`src/common/scps_pkg.sv`:
```
// Function
// - modes 0 and 4: receive clock pin clocks only the receiver
// - modes 1 and 5: receive clock pin clocks receiver and transmitter
// - modes 2 and 3: receive clock pin feeds the baud rate generator
// - transmit clock pin is input when output enable is 0, output when 1
// - input pin, source select clear, modes 0,2,4,6: pin is the transmit clock
// - mode 1 with input pin: pin is a transmit strobe, not a clock
// - output pin, source select set, modes 2,3,6,7: pin carries generator output
// - output pin, source select clear, modes 3,7: pin carries recovered clock
// - output pin, mode 5 with slot tristate enable: pin low in slot, high otherwise
// - transmit data pin is push-pull or open-drain per channel
// - bus configuration: open-drain one sent while sense reads zero flags collision
package scps_pkg;

  localparam int SCPS_NCH = 4;
  localparam int SCPS_AW = 8;

  // ----------------------------------------
  // register map
  // ----------------------------------------
  localparam logic [SCPS_AW-1:0] SCPS_OFF_CFG = 8'h00;
  localparam logic [SCPS_AW-1:0] SCPS_OFF_STAT = 8'h10;
  localparam logic [SCPS_AW-1:0] SCPS_OFF_BRG = 8'h20;
  localparam logic [SCPS_AW-1:0] SCPS_BANK_MASK = 8'hF0;
  localparam logic [SCPS_AW-1:0] SCPS_SLOT_MASK = 8'h0F;
  localparam int SCPS_STAT_COLL = 0;
  localparam int SCPS_BRG_W = 16;
  localparam logic [SCPS_BRG_W-1:0] SCPS_BRG_RST = 16'h0001;
  localparam logic [7:0] SCPS_CFG_RST = 8'h00;

  // ----------------------------------------
  // clock mode decode masks, bit n = mode n
  // ----------------------------------------
  localparam logic [7:0] SCPS_M_RX_PIN = 8'h33;
  localparam logic [7:0] SCPS_M_TX_FROM_RX = 8'h22;
  localparam logic [7:0] SCPS_M_BRG_PIN = 8'h0C;
  localparam logic [7:0] SCPS_M_TXIN_CLK = 8'h55;
  localparam logic [7:0] SCPS_M_STROBE = 8'h02;
  localparam logic [7:0] SCPS_M_BRG_OUT = 8'hCC;
  localparam logic [7:0] SCPS_M_DPLL_OUT = 8'h88;
  localparam logic [7:0] SCPS_M_SLOT = 8'h20;

  // config word, bit 7 down to bit 0
  typedef struct packed {
    logic bus;
    logic od;
    logic tte;
    logic toe;
    logic ssel;
    logic [2:0] mode;
  } scps_cfg_s;

  typedef struct packed {
    logic line_receive_clock_pin;
    logic line_transmit_clock_pin_i;
    logic collision_sense_input;
  } scps_line_in_s;

  typedef struct packed {
    logic line_transmit_clock_pin_o;
    logic line_transmit_clock_pin_oe;
    logic txd_o;
    logic txd_oe;
  } scps_line_out_s;

  typedef struct packed {
    logic tx_data;
    logic dpll_clk;
    logic slot_active;
  } scps_core_in_s;

  typedef struct packed {
    logic rx_clk;
    logic tx_clk;
    logic tx_strobe;
    logic brg_clk;
  } scps_core_out_s;

  typedef enum logic [1:0] {
    SCPS_IDLE = 2'b01,
    SCPS_ACK = 2'b10
  } scps_apb_e;

  function automatic logic scps_mode_hit(input logic [2:0] m, input logic [7:0] mask);
    return mask[m];
  endfunction

endpackage

```
`src/rtl/scps_brg.sv`:
```
`timescale 1ns/1ps
module scps_brg (
  input wire logic pclk,
  input wire logic presetn,
  input wire logic use_pin,
  input wire logic pin_clk,
  input wire logic [scps_pkg::SCPS_BRG_W-1:0] divisor,
  output logic brg_out
);
  import scps_pkg::*;

  logic pin_d_r, pin_d_nxt;
  logic [SCPS_BRG_W-1:0] cnt_r, cnt_nxt;
  logic out_r, out_nxt;
  logic tick;

  // ----------------------------------------
  // divide pclk or pin edges, toggle output
  // ----------------------------------------
  always_comb begin
    pin_d_nxt = pin_clk;
    tick = use_pin ? (pin_clk & ~pin_d_r) : 1'b1;
    cnt_nxt = cnt_r;
    out_nxt = out_r;
    if (tick) begin
      if (cnt_r + 1'b1 >= divisor) begin
        cnt_nxt = '0;
        out_nxt = ~out_r;
      end else begin
        cnt_nxt = cnt_r + 1'b1;
      end
    end
  end

  always_ff @(posedge pclk or negedge presetn) begin
    if (!presetn) begin
      pin_d_r <= 1'b0;
      cnt_r <= '0;
      out_r <= 1'b0;
    end else begin
      pin_d_r <= pin_d_nxt;
      cnt_r <= cnt_nxt;
      out_r <= out_nxt;
    end
  end

  assign brg_out = out_r;

endmodule // scps_brg

```
`src/rtl/scps_route.sv`:
```
`timescale 1ns/1ps
module scps_route (
  input wire logic pclk,
  input wire logic presetn,
  input wire scps_pkg::scps_cfg_s cfg,
  input wire scps_pkg::scps_line_in_s line_i,
  input wire scps_pkg::scps_core_in_s core_i,
  input wire logic brg_out,
  output scps_pkg::scps_line_out_s line_o,
  output scps_pkg::scps_core_out_s core_o,
  output logic coll_evt
);
  import scps_pkg::*;

  scps_line_out_s line_r, line_nxt;
  scps_core_out_s core_r, core_nxt;
  logic coll_r, coll_nxt;

  // ----------------------------------------
  // pin and clock routing
  // ----------------------------------------
  always_comb begin
    core_nxt.rx_clk = scps_mode_hit(cfg.mode, SCPS_M_RX_PIN) ? line_i.line_receive_clock_pin : brg_out;
    core_nxt.brg_clk = scps_mode_hit(cfg.mode, SCPS_M_BRG_PIN) ? line_i.line_receive_clock_pin : 1'b0;
    if (scps_mode_hit(cfg.mode, SCPS_M_TX_FROM_RX))
      core_nxt.tx_clk = line_i.line_receive_clock_pin;
    else if (!cfg.toe && !cfg.ssel && scps_mode_hit(cfg.mode, SCPS_M_TXIN_CLK))
      core_nxt.tx_clk = line_i.line_transmit_clock_pin_i;
    else if (cfg.toe && !cfg.ssel && scps_mode_hit(cfg.mode, SCPS_M_DPLL_OUT))
      core_nxt.tx_clk = core_i.dpll_clk;
    else
      core_nxt.tx_clk = brg_out;
    core_nxt.tx_strobe = (!cfg.toe && scps_mode_hit(cfg.mode, SCPS_M_STROBE)) ? line_i.line_transmit_clock_pin_i : 1'b1;
    line_nxt.line_transmit_clock_pin_oe = cfg.toe;
    if (cfg.tte && scps_mode_hit(cfg.mode, SCPS_M_SLOT))
      line_nxt.line_transmit_clock_pin_o = ~core_i.slot_active;
    else if (cfg.ssel && scps_mode_hit(cfg.mode, SCPS_M_BRG_OUT))
      line_nxt.line_transmit_clock_pin_o = brg_out;
    else if (!cfg.ssel && scps_mode_hit(cfg.mode, SCPS_M_DPLL_OUT))
      line_nxt.line_transmit_clock_pin_o = core_i.dpll_clk;
    else
      line_nxt.line_transmit_clock_pin_o = brg_out;
    // open drain only ever pulls low
    line_nxt.txd_o = cfg.od ? 1'b0 : core_i.tx_data;
    line_nxt.txd_oe = cfg.od ? ~core_i.tx_data : 1'b1;
    coll_nxt = cfg.bus && cfg.od && core_i.tx_data && !line_i.collision_sense_input;
  end

  always_ff @(posedge pclk or negedge presetn) begin
    if (!presetn) begin
      line_r <= '{line_transmit_clock_pin_o: 1'b0, line_transmit_clock_pin_oe: 1'b0, txd_o: 1'b1, txd_oe: 1'b0};
      core_r <= '{rx_clk: 1'b0, tx_clk: 1'b0, tx_strobe: 1'b1, brg_clk: 1'b0};
      coll_r <= 1'b0;
    end else begin
      line_r <= line_nxt;
      core_r <= core_nxt;
      coll_r <= coll_nxt;
    end
  end

  assign line_o = line_r;
  assign core_o = core_r;
  assign coll_evt = coll_r;

  // ----------------------------------------
  // checks
  // ----------------------------------------
  a_rx_pin_clock: assert property (@(posedge pclk) disable iff (!presetn)
    scps_mode_hit(cfg.mode, SCPS_M_RX_PIN) |=> core_o.rx_clk == $past(line_i.line_receive_clock_pin))
    else $error("receiver clock not from receive pin");
  a_rxtx_shared: assert property (@(posedge pclk) disable iff (!presetn)
    scps_mode_hit(cfg.mode, SCPS_M_TX_FROM_RX) |=> core_o.tx_clk == $past(line_i.line_receive_clock_pin))
    else $error("transmit clock not from receive pin");
  a_brg_pin_in: assert property (@(posedge pclk) disable iff (!presetn)
    scps_mode_hit(cfg.mode, SCPS_M_BRG_PIN) |=> core_o.brg_clk == $past(line_i.line_receive_clock_pin))
    else $error("generator input not from receive pin");
  a_line_transmit_clock_pin_dir: assert property (@(posedge pclk) disable iff (!presetn)
    ##1 line_o.line_transmit_clock_pin_oe == $past(cfg.toe))
    else $error("transmit clock pin direction wrong");
  a_txin_clock: assert property (@(posedge pclk) disable iff (!presetn)
    (!cfg.toe && !cfg.ssel && scps_mode_hit(cfg.mode, SCPS_M_TXIN_CLK)) |=> core_o.tx_clk == $past(line_i.line_transmit_clock_pin_i))
    else $error("transmit clock not from transmit pin");
  a_strobe_use: assert property (@(posedge pclk) disable iff (!presetn)
    (!cfg.toe && cfg.mode == 3'd1) |=> core_o.tx_strobe == $past(line_i.line_transmit_clock_pin_i) && core_o.tx_clk == $past(line_i.line_receive_clock_pin))
    else $error("strobe not taken from transmit pin");
  a_brg_drive: assert property (@(posedge pclk) disable iff (!presetn)
    (cfg.toe && cfg.ssel && scps_mode_hit(cfg.mode, SCPS_M_BRG_OUT) && !(cfg.tte && cfg.mode == 3'd5))
    |=> line_o.line_transmit_clock_pin_o == $past(brg_out) && line_o.line_transmit_clock_pin_oe)
    else $error("pin not driven by generator");
  a_dpll_drive: assert property (@(posedge pclk) disable iff (!presetn)
    (cfg.toe && !cfg.ssel && scps_mode_hit(cfg.mode, SCPS_M_DPLL_OUT)) |=> line_o.line_transmit_clock_pin_o == $past(core_i.dpll_clk))
    else $error("pin not driven by recovered clock");
  a_slot_mark: assert property (@(posedge pclk) disable iff (!presetn)
    (cfg.tte && cfg.mode == 3'd5) |=> line_o.line_transmit_clock_pin_o != $past(core_i.slot_active))
    else $error("slot marker polarity wrong");
  a_od_no_high: assert property (@(posedge pclk) disable iff (!presetn)
    cfg.od |=> !(line_o.txd_oe && line_o.txd_o) && line_o.txd_oe == !$past(core_i.tx_data))
    else $error("open drain drove high");
  a_coll_detect: assert property (@(posedge pclk) disable iff (!presetn)
    (cfg.bus && cfg.od && core_i.tx_data && !line_i.collision_sense_input) |=> coll_evt)
    else $error("collision missed");

endmodule // scps_route

```
`src/rtl/scps_top.sv`:
```
// Added by the designer: the APB interface to the registers and the address map.
`timescale 1ns/1ps
module scps_top (
  input wire logic pclk,
  input wire logic presetn,
  input wire logic psel,
  input wire logic penable,
  input wire logic pwrite,
  input wire logic [scps_pkg::SCPS_AW-1:0] paddr,
  input wire logic [31:0] pwdata,
  output logic [31:0] prdata,
  output logic pready,
  output logic pslverr,
  input wire scps_pkg::scps_line_in_s [scps_pkg::SCPS_NCH-1:0] line_i,
  input wire scps_pkg::scps_core_in_s [scps_pkg::SCPS_NCH-1:0] core_i,
  output scps_pkg::scps_line_out_s [scps_pkg::SCPS_NCH-1:0] line_o,
  output scps_pkg::scps_core_out_s [scps_pkg::SCPS_NCH-1:0] core_o
);
  import scps_pkg::*;

  scps_apb_e st_r, st_nxt;
  logic [31:0] prdata_r, prdata_nxt;
  logic pready_r, pready_nxt;
  logic pslverr_r, pslverr_nxt;
  scps_cfg_s [SCPS_NCH-1:0] cfg_r, cfg_nxt;
  logic [SCPS_NCH-1:0][SCPS_BRG_W-1:0] div_r, div_nxt;
  logic [SCPS_NCH-1:0] coll_r, coll_nxt;
  logic [SCPS_NCH-1:0] coll_evt;
  logic [SCPS_NCH-1:0] brg_out;
  logic wr_go;
  logic [1:0] ch;
  logic hit;

  // ----------------------------------------
  // apb slave, one wait-free access cycle
  // ----------------------------------------
  assign ch = paddr[3:2];
  assign hit = ((paddr & SCPS_SLOT_MASK) < SCPS_AW'(SCPS_NCH * 4)) && (paddr[1:0] == 2'b00) &&
               ((paddr & SCPS_BANK_MASK) <= SCPS_OFF_BRG);
  assign wr_go = psel && penable && pready_r && pwrite && hit;

  always_comb begin
    st_nxt = st_r;
    pready_nxt = 1'b0;
    pslverr_nxt = 1'b0;
    prdata_nxt = prdata_r;
    case (st_r)
      SCPS_IDLE: begin
        if (psel && !penable) begin
          st_nxt = SCPS_ACK;
          pready_nxt = 1'b1;
          pslverr_nxt = !hit;
          prdata_nxt = '0;
          if (hit && !pwrite) begin
            case (paddr & SCPS_BANK_MASK)
              SCPS_OFF_CFG: prdata_nxt = 32'(cfg_r[ch]);
              SCPS_OFF_STAT: prdata_nxt = 32'(coll_r[ch]) << SCPS_STAT_COLL;
              SCPS_OFF_BRG: prdata_nxt = 32'(div_r[ch]);
              default: prdata_nxt = '0;
            endcase
          end
        end
      end
      SCPS_ACK: begin
        st_nxt = SCPS_IDLE;
      end
      default: begin
        st_nxt = SCPS_IDLE;
      end
    endcase
  end

  // ----------------------------------------
  // channel registers
  // ----------------------------------------
  always_comb begin
    cfg_nxt = cfg_r;
    div_nxt = div_r;
    for (int i = 0; i < SCPS_NCH; i++) begin
      // event set beats software clear
      coll_nxt[i] = coll_evt[i] | coll_r[i];
      if (wr_go && ch == 2'(i)) begin
        case (paddr & SCPS_BANK_MASK)
          SCPS_OFF_CFG: cfg_nxt[i] = scps_cfg_s'(pwdata[7:0]);
          SCPS_OFF_STAT: coll_nxt[i] = coll_evt[i] | (coll_r[i] & ~pwdata[SCPS_STAT_COLL]);
          SCPS_OFF_BRG: div_nxt[i] = pwdata[SCPS_BRG_W-1:0];
          default: cfg_nxt[i] = cfg_r[i];
        endcase
      end
    end
  end

  always_ff @(posedge pclk or negedge presetn) begin
    if (!presetn) begin
      st_r <= SCPS_IDLE;
      prdata_r <= '0;
      pready_r <= 1'b0;
      pslverr_r <= 1'b0;
      cfg_r <= {SCPS_NCH{SCPS_CFG_RST}};
      div_r <= {SCPS_NCH{SCPS_BRG_RST}};
      coll_r <= '0;
    end else begin
      st_r <= st_nxt;
      prdata_r <= prdata_nxt;
      pready_r <= pready_nxt;
      pslverr_r <= pslverr_nxt;
      cfg_r <= cfg_nxt;
      div_r <= div_nxt;
      coll_r <= coll_nxt;
    end
  end

  assign prdata = prdata_r;
  assign pready = pready_r;
  assign pslverr = pslverr_r;

  // ----------------------------------------
  // per channel generator and routing
  // ----------------------------------------
  for (genvar g = 0; g < SCPS_NCH; g++) begin : g_ch
    scps_brg u_brg (
      .pclk(pclk),
      .presetn(presetn),
      .use_pin(scps_mode_hit(cfg_r[g].mode, SCPS_M_BRG_PIN)),
      .pin_clk(line_i[g].line_receive_clock_pin),
      .divisor(div_r[g]),
      .brg_out(brg_out[g])
    );
    scps_route u_route (
      .pclk(pclk),
      .presetn(presetn),
      .cfg(cfg_r[g]),
      .line_i(line_i[g]),
      .core_i(core_i[g]),
      .brg_out(brg_out[g]),
      .line_o(line_o[g]),
      .core_o(core_o[g]),
      .coll_evt(coll_evt[g])
    );
  end

  // ----------------------------------------
  // checks
  // ----------------------------------------
  a_coll_sticky: assert property (@(posedge pclk) disable iff (!presetn)
    coll_evt[0] |=> coll_r[0])
    else $error("collision event lost");
  a_apb_answer: assert property (@(posedge pclk) disable iff (!presetn)
    (psel && !penable && st_r == SCPS_IDLE) |=> pready ##1 !pready)
    else $error("apb answer timing wrong");

endmodule // scps_top

```
`config.mk`:
```
export PLATFORM = sky130hd
export DESIGN_NAME = scps_top
export DESIGN_NICKNAME = d
export VERILOG_FILES = /design/src/common/scps_pkg.sv /design/src/rtl/scps_brg.sv /design/src/rtl/scps_route.sv /design/src/rtl/scps_top.sv
export SDC_FILE = /design/constraint.sdc
export NUM_CORES = 1
export LEC_CHECK = 0
export BUFFER_PORTS_ARGS = -buffer_cell sky130_fd_sc_hd__buf_2
export CORE_AREA = 4 4 194 196
export CTS_BUF_LIST = sky130_fd_sc_hd__clkbuf_2 sky130_fd_sc_hd__clkbuf_4 sky130_fd_sc_hd__clkbuf_8
export DETAILED_ROUTE_END_ITERATION = 10
export DIE_AREA = 0 0 198 200
export SYNTH_ARGS = -nofsm -noshare
export SYNTH_HDL_FRONTEND = slang
export SYNTH_HIERARCHICAL = 1
export SYNTH_SLANG_ARGS = --single-unit
```
`constraint.sdc`:
```
create_clock -name pclk -period 3.4 [get_ports pclk]
set_input_delay 0.68 -clock pclk [delete_from_list [all_inputs] [get_ports pclk]]
set_output_delay 0.68 -clock pclk [all_outputs]
set_load 0.005 [all_outputs]
```
Word-level counts from Yosys, hierarchy flattened:

Memories as Yosys holds them, arrays and structs flattened.
Cells that the tools add are included.

* add/sub/neg operators: 4
* $lt $le $gt $ge: 11
* equality and inequality tests: 7
* mux-type cells: 106
* bitwise logic cells: 33
* reductions and logical operators: 87

Operators with widths (number)
* $mux W16: 6
* $mux W1: 93
* $add A16 B1 Y16 const B: 4
* $ge A16 B16 Y1: 4
* $logic_and A1 B1 Y1: 56
* $pmux W16 S3: 1
* $bmux W16 S2: 1
* $reduce_and A2 Y1: 13
* $not A1 Y1: 17
* $bmux W8 S2: 1
* $lt A3 B4 Y1 const B: 4
* $logic_not A1 Y1: 15
* $and A1 B1 Y1: 8
* $le A8 B6 Y1 const B: 1
* $logic_not A8 Y1: 1
* $mux W8: 1
* $or A1 B1 Y1: 8
* $lt A4 B5 Y1 const B: 1
* $eq A2 B1 Y1 const B: 2
* $eq A2 B2 Y1 const B: 2
* $eq A4 B1 Y1 const B: 1
* $eq A4 B2 Y1 const B: 1
* $logic_not A2 Y1: 2
* $mux W2: 2
* 3 further kinds: 3

* register bits after elaboration: 244
* memory bits (read-only): 256
* bits of input ports: 69
* memories kept: 32

Memories
* (name not given): words 8, bits a word 1, read ports 1, clocked after Yosys merged registers in 0, wr ports 0, line scps_pkg.sv:85 `return mask[m];`
* (name not given): words 8, bits a word 1, read ports 1, clocked after Yosys merged registers in 0, wr ports 0, line scps_pkg.sv:85
* (name not given): words 8, bits a word 1, read ports 1, clocked after Yosys merged registers in 0, wr ports 0, line scps_pkg.sv:85
* (name not given): words 8, bits a word 1, read ports 1, clocked after Yosys merged registers in 0, wr ports 0, line scps_pkg.sv:85
* (name not given): words 8, bits a word 1, read ports 1, clocked after Yosys merged registers in 0, wr ports 0, line scps_pkg.sv:85
* (name not given): words 8, bits a word 1, read ports 1, clocked after Yosys merged registers in 0, wr ports 0, line scps_pkg.sv:85
* +26 memories

Logic depth before layout (Yosys ltp):

Gate-level depths: netlist of run 1.

* word-level depth: 6
* gate-level depth with buffers: 15
* gate-level depth less buffers: 13

By module:

Netlist of run 1, hierarchy kept.

Modules (own cells, without submodules)
* scps_top: instances 1, cells an instance 371, area an instance 5429.0 um2, seq. area each 3009.1 um2
* scps_brg (g_ch[0].u_brg ...): instances 3, cells an instance 176, area an instance 1408.9 um2, seq. area each 450.4 um2
* scps_route: instances 4, cells an instance 30, area an instance 359.1 um2, seq. area each 227.7 um2
* scps_brg (g_ch[3].u_brg): instances 1, cells an instance 168, area an instance 1392.6 um2, seq. area each 450.4 um2

Worst setup path after synthesis of run 1:

No wires, ideal clock.

* kind: register to register
* from: register g_ch[0].u_brg.cnt_r[2]
* to: register g_ch[0].u_brg.cnt_r[12]
* arrival time: 2682 ps
* path slack: 599 ps
* cell stages (with the launch flop): 16
* buffers on the path: 3
* path through: dfrtp_1 > buf_4 > nand3_2 > or3_1 > buf_2 > nor2_1 > xnor2_1 > inv_1 > ha_1 > nand4_1 > nor2_1 > nand3_1 > o21ai_1 > clkbuf_1 > a21oi_1 > a21o_1

* longest elaborated chain between the ends: 3

Ends and longest elaborated chain
* from (decl): line scps_brg.sv:13 `logic [SCPS_BRG_W-1:0] cnt_r, cnt_nxt;`
* from (signal assigned): line scps_brg.sv:42 `cnt_r <= cnt_nxt;`
* $add A16 B1 Y16 (*): line scps_brg.sv:26, scps_brg.sv:30
* $ge A16 B16 Y1: line scps_brg.sv:26 `if (cnt_r + 1'b1 >= divisor) begin`
* $mux W16 (*): line scps_brg.sv:26

Every way passes the cells marked *; elsewhere a longest branch is shown, timed or not.
A chain may end at the register's enable or synchronous reset.

Worst setup path after layout of run 1:

* from: register g_ch[0].u_brg.cnt_r[2]
* to: register g_ch[0].u_brg.cnt_r[0]

* longest elaborated chain between the ends: 3

Ends and longest elaborated chain (line)
* $add A16 B1 Y16: scps_brg.sv:26
* $ge A16 B16 Y1: scps_brg.sv:26
* $mux W16: scps_brg.sv:26

No other way between the ends.

==> metrics list, run 1 <==
- Sequential element share of the synthesized area: 45.83%
- In this run the static leakage power is 6.985 nW.
- Synthesis handed over a netlist of 1187 instances.
- Number of distinct library cell variants in the gate-level netlist after synthesis: 54
* Worst-margin pin slew: 0.7284 ns
* Peak Freq: 0.3208 GHz
- The initial antenna violation count is 1.
* Worst IR drop on VDD: 0.1990 mV
- Among the stages of the critical path, the cell type that occurs most often is nor2_1.
- In this run the worst setup path begins at g_ch[0].u_brg/cnt_r[2]$_DFFE_PN0N_.
- Global-route wire length before repair: 48.23 mm
- CTS saw 228 sinks.
- Commonest cells after routing, fill and taps aside: dfrtp_1 (215), nand2_1 (143), mux2_2 (105)
- Area Overhead vs Synth: 16.00%
- For this run, the slowest stage of the critical path takes 0.49 ns.
- The number of hold violations in the final report came to 0.
* Layout cell share with drive strength beyond 1: 27.47%
- Worst Skew: 0.01956 ns
- Max-cap violations in this run came to 0.
- Buffers inserted to repair hold after CTS numbered 0.
- Row Count: 70
- Number of DRC violations after detailed routing: 0
- Clock transition at the registers of the reported paths: 0.06 ns
- Number of levels in the clock H-tree: 2
- For this run, the share of the core covered by cells in the final layout is 40.14%.
* Effective utilization at floorplan: 34.60%
- Remaining max-slew budget at the tightest pin: 51.44%
* Aggregate global routing overflow: 0
* Count of TritonRoute iterations in the first routing pass: 4
- The floorplan step defined a die boundary enclosing 39600 um2.
- The HPWL after detailed placement is 22.19 mm.
- After detailed routing, the total wire length is 30.17 mm.
- Summed over all instances, the cell type with the most area after synthesis is dfrtp_1.
- The total area inside the core boundary comes to 36080 um2.
* # resized after CTS: 0
* Number of pins exceeding their max-slew limit in the final report: 0
- The path class of the tightest hold or removal check is input pin to asynchronous set/reset pin.
- Data arrival time of the worst path: 3.59 ns
- The cell family contributing the most delay on the critical path is simple AND/OR/NAND/NOR gates.
- Number of synthesized flops with an enable pin: 0
* Height of the die: 200 um
- The worst setup path is launched from a flop.
* Width of the die: 198 um
- Together, buffers and inverters on the worst path number 0.
* Synth area leaders: dfrtp_1 (43%), mux2_2 (9.5%), ha_1 (6.8%)
* Longest Clk Path Bufs: 3
- Of all nets on the critical path, the largest fanout is 8.
- Entering global routing, the biggest net connects 89 pins.
* IO Port Bufs: 102
- Vias in the first global route: 9017
- Leading register cell type out of synthesis: dfrtp_1
- STA puts the critical path data required time at 3.87 ns.
* Commonest non-fill, non-tap cell in the layout: dfrtp_1
* Power per unit of standard cell area: 448.6 nW/um2
* Average via count per standard cell: 4.975
* Syn_area_per_cell: 10.52 um2
* Clock insertion delay at the later pin of the skew report: 0.54 ns
- Iteration-0 DRC Markers: 423
- The net count of the finished layout is 1453.
- Result of the run: finished, final reports clean
- The number of clock buffers added by TritonCTS is 41.
* Reg2reg start: g_ch[0].u_brg/cnt_r[2]$_DFFE_PN0N_
* Number of top-level pins: 135
* Critical-path cell list: nand3_2 > or3_1 > nor2_1 > xnor2_1 > ha_1 > a211oi_1 > nor2_1 > nor4_1 > o21ai_2 > nor2_1 > mux2_2
- Worst Setup End Kind: flop
- The final route contains 9030 vias.
* GRT Overall Usage: 15.18%
* Clock tree from TritonCTS: built
- The largest individual stage delay along the critical path comes from the cell dfrtp_1.
- Final worst path period share: 91.67%
- Proportion of netlist area held by the largest area contributor: 43.09%
- The synthesized design contains 228 register bits.
- Routed Antenna Nets: 0
- The number of antenna diodes in the final layout is 0.
- After synthesis the cells add up to 12480 um2.
- After detailed routing, the average wire length per cell comes to 16.62 um.
- The critical path in this run is classified as flop to flop.
* Aggregate negative setup slack: 0 ns
- Syn. warnings: 6
* Buffer cell driving the clock tree root: clkbuf_8
- At the end of routability-driven placement, the weighted congestion stood at 0.8361.
- Setup violations remaining at the end of the flow were counted as 0.
* Post-CTS setup repair buffer count: 0
* Async set or reset register ratio after synthesis: 100.0%
* Fin worst setup slack: 0.2833 ns
- Setup repair after global routing left no endpoint under its margin.
- Placement-stage worst setup slack: 0.1608 ns
- The worst path in the final design needs a cycle of 3.117 ns, including I/O delays and setup.
[sequential cells by signal, indices dropped and copies added (netlist names)]
register / flops
coll_r: 4
g_ch.u_brg/pin_d_r: 4
g_ch.u_brg/cnt_r: 64
prdata: 16
div_r: 64
pslverr: 1
cfg_r: 32
st_r: 2
g_ch.u_route/coll_evt: 4
g_ch.u_brg/brg_out: 4
pready: 1
g_ch.u_route/line_o: 16
g_ch.u_route/core_o: 16
[power breakdown]
group | total [mW] | switching (mW) | internal, mW
logic | 0.772 | 0.474 | 0.298
registers | 2.88 | 0.0715 | 2.81
clock network | 2.85 | 1.16 | 1.68
[routing by layer]
metal | track usage, % | wire length, um
met3 | 2.484 | 962
met4 | 3.902 | 623
met1 | 20.17 | 13800
met2 | 26.07 | 14780
met5 | 0 | 13
[synthesized netlist by cell type (10+ instances only)]
master      n
or3_1      12
clkbuf_1   25
xor2_1     22
a21o_1     13
inv_1      90
a21oi_1    38
nor2_1     67
xnor2_1    38
mux2_2    105
o21ai_0    74
a22o_1     16
dfstp_2    13
nand2_1   143
buf_2      12
nand3_1    30
mux4_2     25
ha_1       68
nor2b_1    20
nor3b_1    10
nand4_1    23
dfrtp_1   215
and3_1     11
buf_4      19
[per-stage QoR]
step / hold WS, ns / power [mW] / instances / area, um2
2_1_floorplan: 0.3844 / 3.363 / 1202 / 12540
3_3_place_gp: 0.4088 / 3.689 / 1741 / 13550
3_5_place_dp: 0.4119 / 3.704 / 1741 / 13550
4_1_cts: 0.1715 / 6.592 / 1815 / 14460
5_1_grt: 0.1696 / 6.821 / 1815 / 14480
6_report: 0.1521 / 6.497 / 1815 / 14480
[worst reg2reg max path: stages, from the launching register on]
cell	delay [ns]
dfrtp_1	0.49
nand3_2	0.13
or3_1	0.48
nor2_1	0.17
xnor2_1	0.19
ha_1	0.30
a211oi_1	0.24
nor2_1	0.08
nor4_1	0.27
o21ai_2	0.21
nor2_1	0.29
mux2_2	0.21
[cell families after synthesis]
family                   synth area share [%]
other                                 0.03004
multiplexers                            14.30
adder cells (fa/ha/maj)                 6.815
XOR/XNOR                                4.209
flip-flops                              45.83
AO/OA/AOI/OAI                           8.659
buffers and inverters                   5.352
AND/OR/NAND/NOR                         14.80
[final cells by class]
class                           instances  area, um2
Clock buffer                           62      772.0
Clock inverter                         12      138.9
Fill cell                            3564      21600
Inverter                               90      337.8
Multi-Input combinational cell        825       6171
Sequential cell                       228       5722
Tap cell                              468      585.6
Timing Repair Buffer                  130      755.7
[final timing paths]
kind / slack, ns / endpoint / cells past startpoint
setup / recovery: 0.28 / g_ch[0].u_brg/cnt_r[0]$_DFFE_PN0N_ / 11
hold / removal: 0.15 / g_ch[2].u_route/core_o[2]$_DFF_PN0_ / 1
setup reg to reg: 0.28 / g_ch[0].u_brg/cnt_r[0]$_DFFE_PN0N_ / 11
hold reg to reg: 0.43 / coll_r[3]$_DFF_PN0_ / 1
max in group asynchronous: 2.34 / g_ch[1].u_route/line_o[1]$_DFF_PN1_ / 2
min in group pclk: 0.30 / g_ch[1].u_route/coll_evt$_DFF_PN0_ / 2
Note: power is estimated with default switching activity, not from simulation.
==> run 2, diff against run 1 <==
Settings changed: RECOVER_POWER set to 100.
==> run 2 against run 1 <==
Effect of this change:
- hold slack better by 0.14 ns
- largest power group unchanged
- first-iteration DRC count increased by 6.6%
- cell count is the same
- clock skew barely moved
- the flow now finishes with violations (max-capacitance violations, max-slew violations)
- via count down 0.19%
==> metrics list, run 2 (same netlist as run 1, synthesis figures left out) <==
* # resized after CTS: 0
* Commonest non-fill, non-tap cell in the layout: dfrtp_1
- Summed over all nets, the half-perimeter wirelength after detailed placement is 22.19 mm.
- Headroom to the max-slew limit came out at -58.75%.
- Row Count: 70
- Layout cell share with drive strength beyond 1: 23.39%
* Worst IR drop on VDD: 0.1879 mV
- Hold buffers post-CTS: 0
- Average via count per standard cell: 4.966
- 135 I/O pins were placed.
* Global placement routability congestion: 0.8361
- For the worst flop-to-flop path, the logic depth is 12.
- Clock insertion delay at the later pin of the skew report: 0.54 ns
- Summed over all cells, the static leakage comes to 6.806 nW.
* Setup violation total in the final timing report: 0
* Clock sink count: 228
- Dividing the detail-routed wire length by the instance count gives 16.59 um.
- In this design, the stage delay of the slowest critical-path cell is 0.48 ns.
- Reported max-cap violation count: 2
* Longest Clk Path Bufs: 3
- Layout Cell Area excl Fill: 14330 um2
- Input and output buffers added on the ports amount to 102.
* Maximum number of pins on one net before global-route repair: 89
- The placed instances occupy a cell area of 13550 um2.
- The worst register-to-register path has a setup slack of 0.28 ns.
- Maximum fanout along the worst path: 8
- Summing over every cut layer, the via total after detailed routing is 9013.
- The initial utilization of the core area, before any placement, comes to 34.60%.
* Number of DRC violations after detailed routing: 0
* Required @ worst endpoint: 3.87 ns
- Height of the die: 200 um
- Clock tree from TritonCTS: built
- The number of hold violations in the final report is 0.
- Buffer cell driving the clock tree root: clkbuf_8
- In the final layout, the registers with the most flip-flops are div_r (64), g_ch.u_brg/cnt_r (64), cfg_r (32).
* Final routed wirelength across all metal layers: 30.11 mm
- TritonCTS Buffers: 41
- Result of the run: finished, violations left
- Across the routed clock network, the largest skew measured is 0.01969 ns.
- The final reports fail on max-capacitance violations, max-slew violations.
- Unrepaired setup endpoints after global routing: no
* Finished Core Util: 39.71%
- Post-CTS setup repair buffer count: 0
- The core region is 36080 um2.
- Iteration-0 DRC Markers: 451
- The number of max-slew violations in the final report is 87.
- Number of diodes: 0
- Power per unit of standard cell area: 451.8 nW/um2
- WP buf/inv: 1
* Cell with the biggest individual delay on the critical path: or3_1
- The H-tree generated during clock tree synthesis spans 2 levels.
- Kind of launch point of the worst setup path: flop
- Global-route wire length before repair: 48.23 mm
* Type of the worst setup path: flop to flop
- The pre-antenna-repair detailed-routing pass consisted of 4 iterations.
- Die Outline Area: 39600 um2
- The path class of the tightest hold or removal check is input pin to flop.
- The detail route stage leaves a number of antenna-violating nets equal to 0.
- The worst path needs 3.120 ns of the cycle, external delays included.
- The most numerous cell type found on the critical path is nor2_1.
- Relative to the synthesized area, the layout overhead comes to 14.77%.
* Aggregate global routing overflow: 0
- Clock-pin slew was measured on the worst setup and hold paths at 0.06 ns.
- Global routing used 15.18% of the available tracks.
- At the pin with the least slew margin, the transition time is 2.381 ns.
- Walking the worst path, the cells encountered are nand3_1 > or3_1 > nor2_1 > xnor2_1 > inv_1 > ha_1 > nand4_1 > nor2_1 > nor4_1 > o21ai_2 > nor2_1 > mux2_2.
- The most critical setup path has its endpoint at g_ch[1].u_brg/cnt_r[0]$_DFFE_PN0N_.
- For the worst setup path, the data arrival time is 3.59 ns.
- Antenna violations before repair: 0
- Post-layout nets: 1453
- The top cell types in the final layout, fill and taps aside, are dfrtp_1 (215), nand2_1 (144), mux2_2 (103).
* Aggregate negative setup slack: 0 ns
* Width of the die: 198 um
- Crit. path cell count: 12
- Based on the critical path, the design can be clocked at up to 0.3205 GHz.
- The worst path uses 91.78% of the clock period.
* Worst Setup End Kind: flop
- Worst r2r dst: g_ch[1].u_brg/cnt_r[0]$_DFFE_PN0N_
* Reg2reg start: g_ch[1].u_brg/cnt_r[3]$_DFFE_PN0N_
* Vias in the first global route: 9017
* Top delay family on crit path: simple AND/OR/NAND/NOR gates
* First element of the critical path: g_ch[1].u_brg/cnt_r[3]$_DFFE_PN0N_
==> run 2: final cells by class <==
class	count	area, um2
clock inverters	12	138.9
repair buffers	130	664.4
clock buffers	62	772.0
fillers	3595	21760
flip-flops and latches	228	5722
inverters	90	337.8
well taps	468	585.6
multi-input cells	825	6108
==> run 2: metal layers <==
metal	global-route usage, %	routed length [um]	vias to the layer above
met3	2.484	1127	46
met5	0	0	-
li1	-	-	4381
met2	26.07	14720	148
met4	3.902	609	0
met1	20.17	13660	4438
==> run 2: report_power, final <==
part / leakage, nW / internal, mW / switching [mW]
registers: 3.07 / 2.81 / 0.0727
clock network: 0.490 / 1.68 / 1.16
logic: 3.25 / 0.277 / 0.470
==> run 2: worst min-delay path by stage <==
stage                                             from                             endpoint  slack (ns)  cells after the start
floorplan                                      presetn                 cfg_r[0]$_DFFE_PN0P_        0.38                      0
global placement    g_ch[3].u_route/coll_evt$_DFF_PN0_                  coll_r[3]$_DFF_PN0_        0.41                      1
detailed placement  g_ch[3].u_route/coll_evt$_DFF_PN0_                  coll_r[3]$_DFF_PN0_        0.41                      1
CTS                                            presetn  g_ch[2].u_route/core_o[2]$_DFF_PN0_        0.17                      1
global route                                 line_i[0]   g_ch[0].u_route/coll_evt$_DFF_PN0_        0.26                      2
finish                                       line_i[3]   g_ch[1].u_route/coll_evt$_DFF_PN0_        0.29                      2
==> run 2: worst reg2reg max path: stages (launching register included) <==
cell	delay, ns
dfrtp_1	0.44
nand3_1	0.14
or3_1	0.48
nor2_1	0.17
xnor2_1	0.15
inv_1	0.07
ha_1	0.29
nand4_1	0.15
nor2_1	0.07
nor4_1	0.38
o21ai_2	0.20
nor2_1	0.30
mux2_2	0.21
==> run 2: metrics by stage <==
stage / worst slack (ns) / hold slack [ns] / cells / total power [mW]
final: 0.2796 / 0.2948 / 1815 / 6.474
after global routing: 0.03535 / 0.2600 / 1815 / 6.797
after CTS: 0.1314 / 0.1715 / 1815 / 6.592
after detailed placement: 0.1608 / 0.4119 / 1741 / 3.704
after global placement: 0.1661 / 0.4088 / 1741 / 3.689
after floorplan: 0.5994 / 0.3844 / 1202 / 3.363
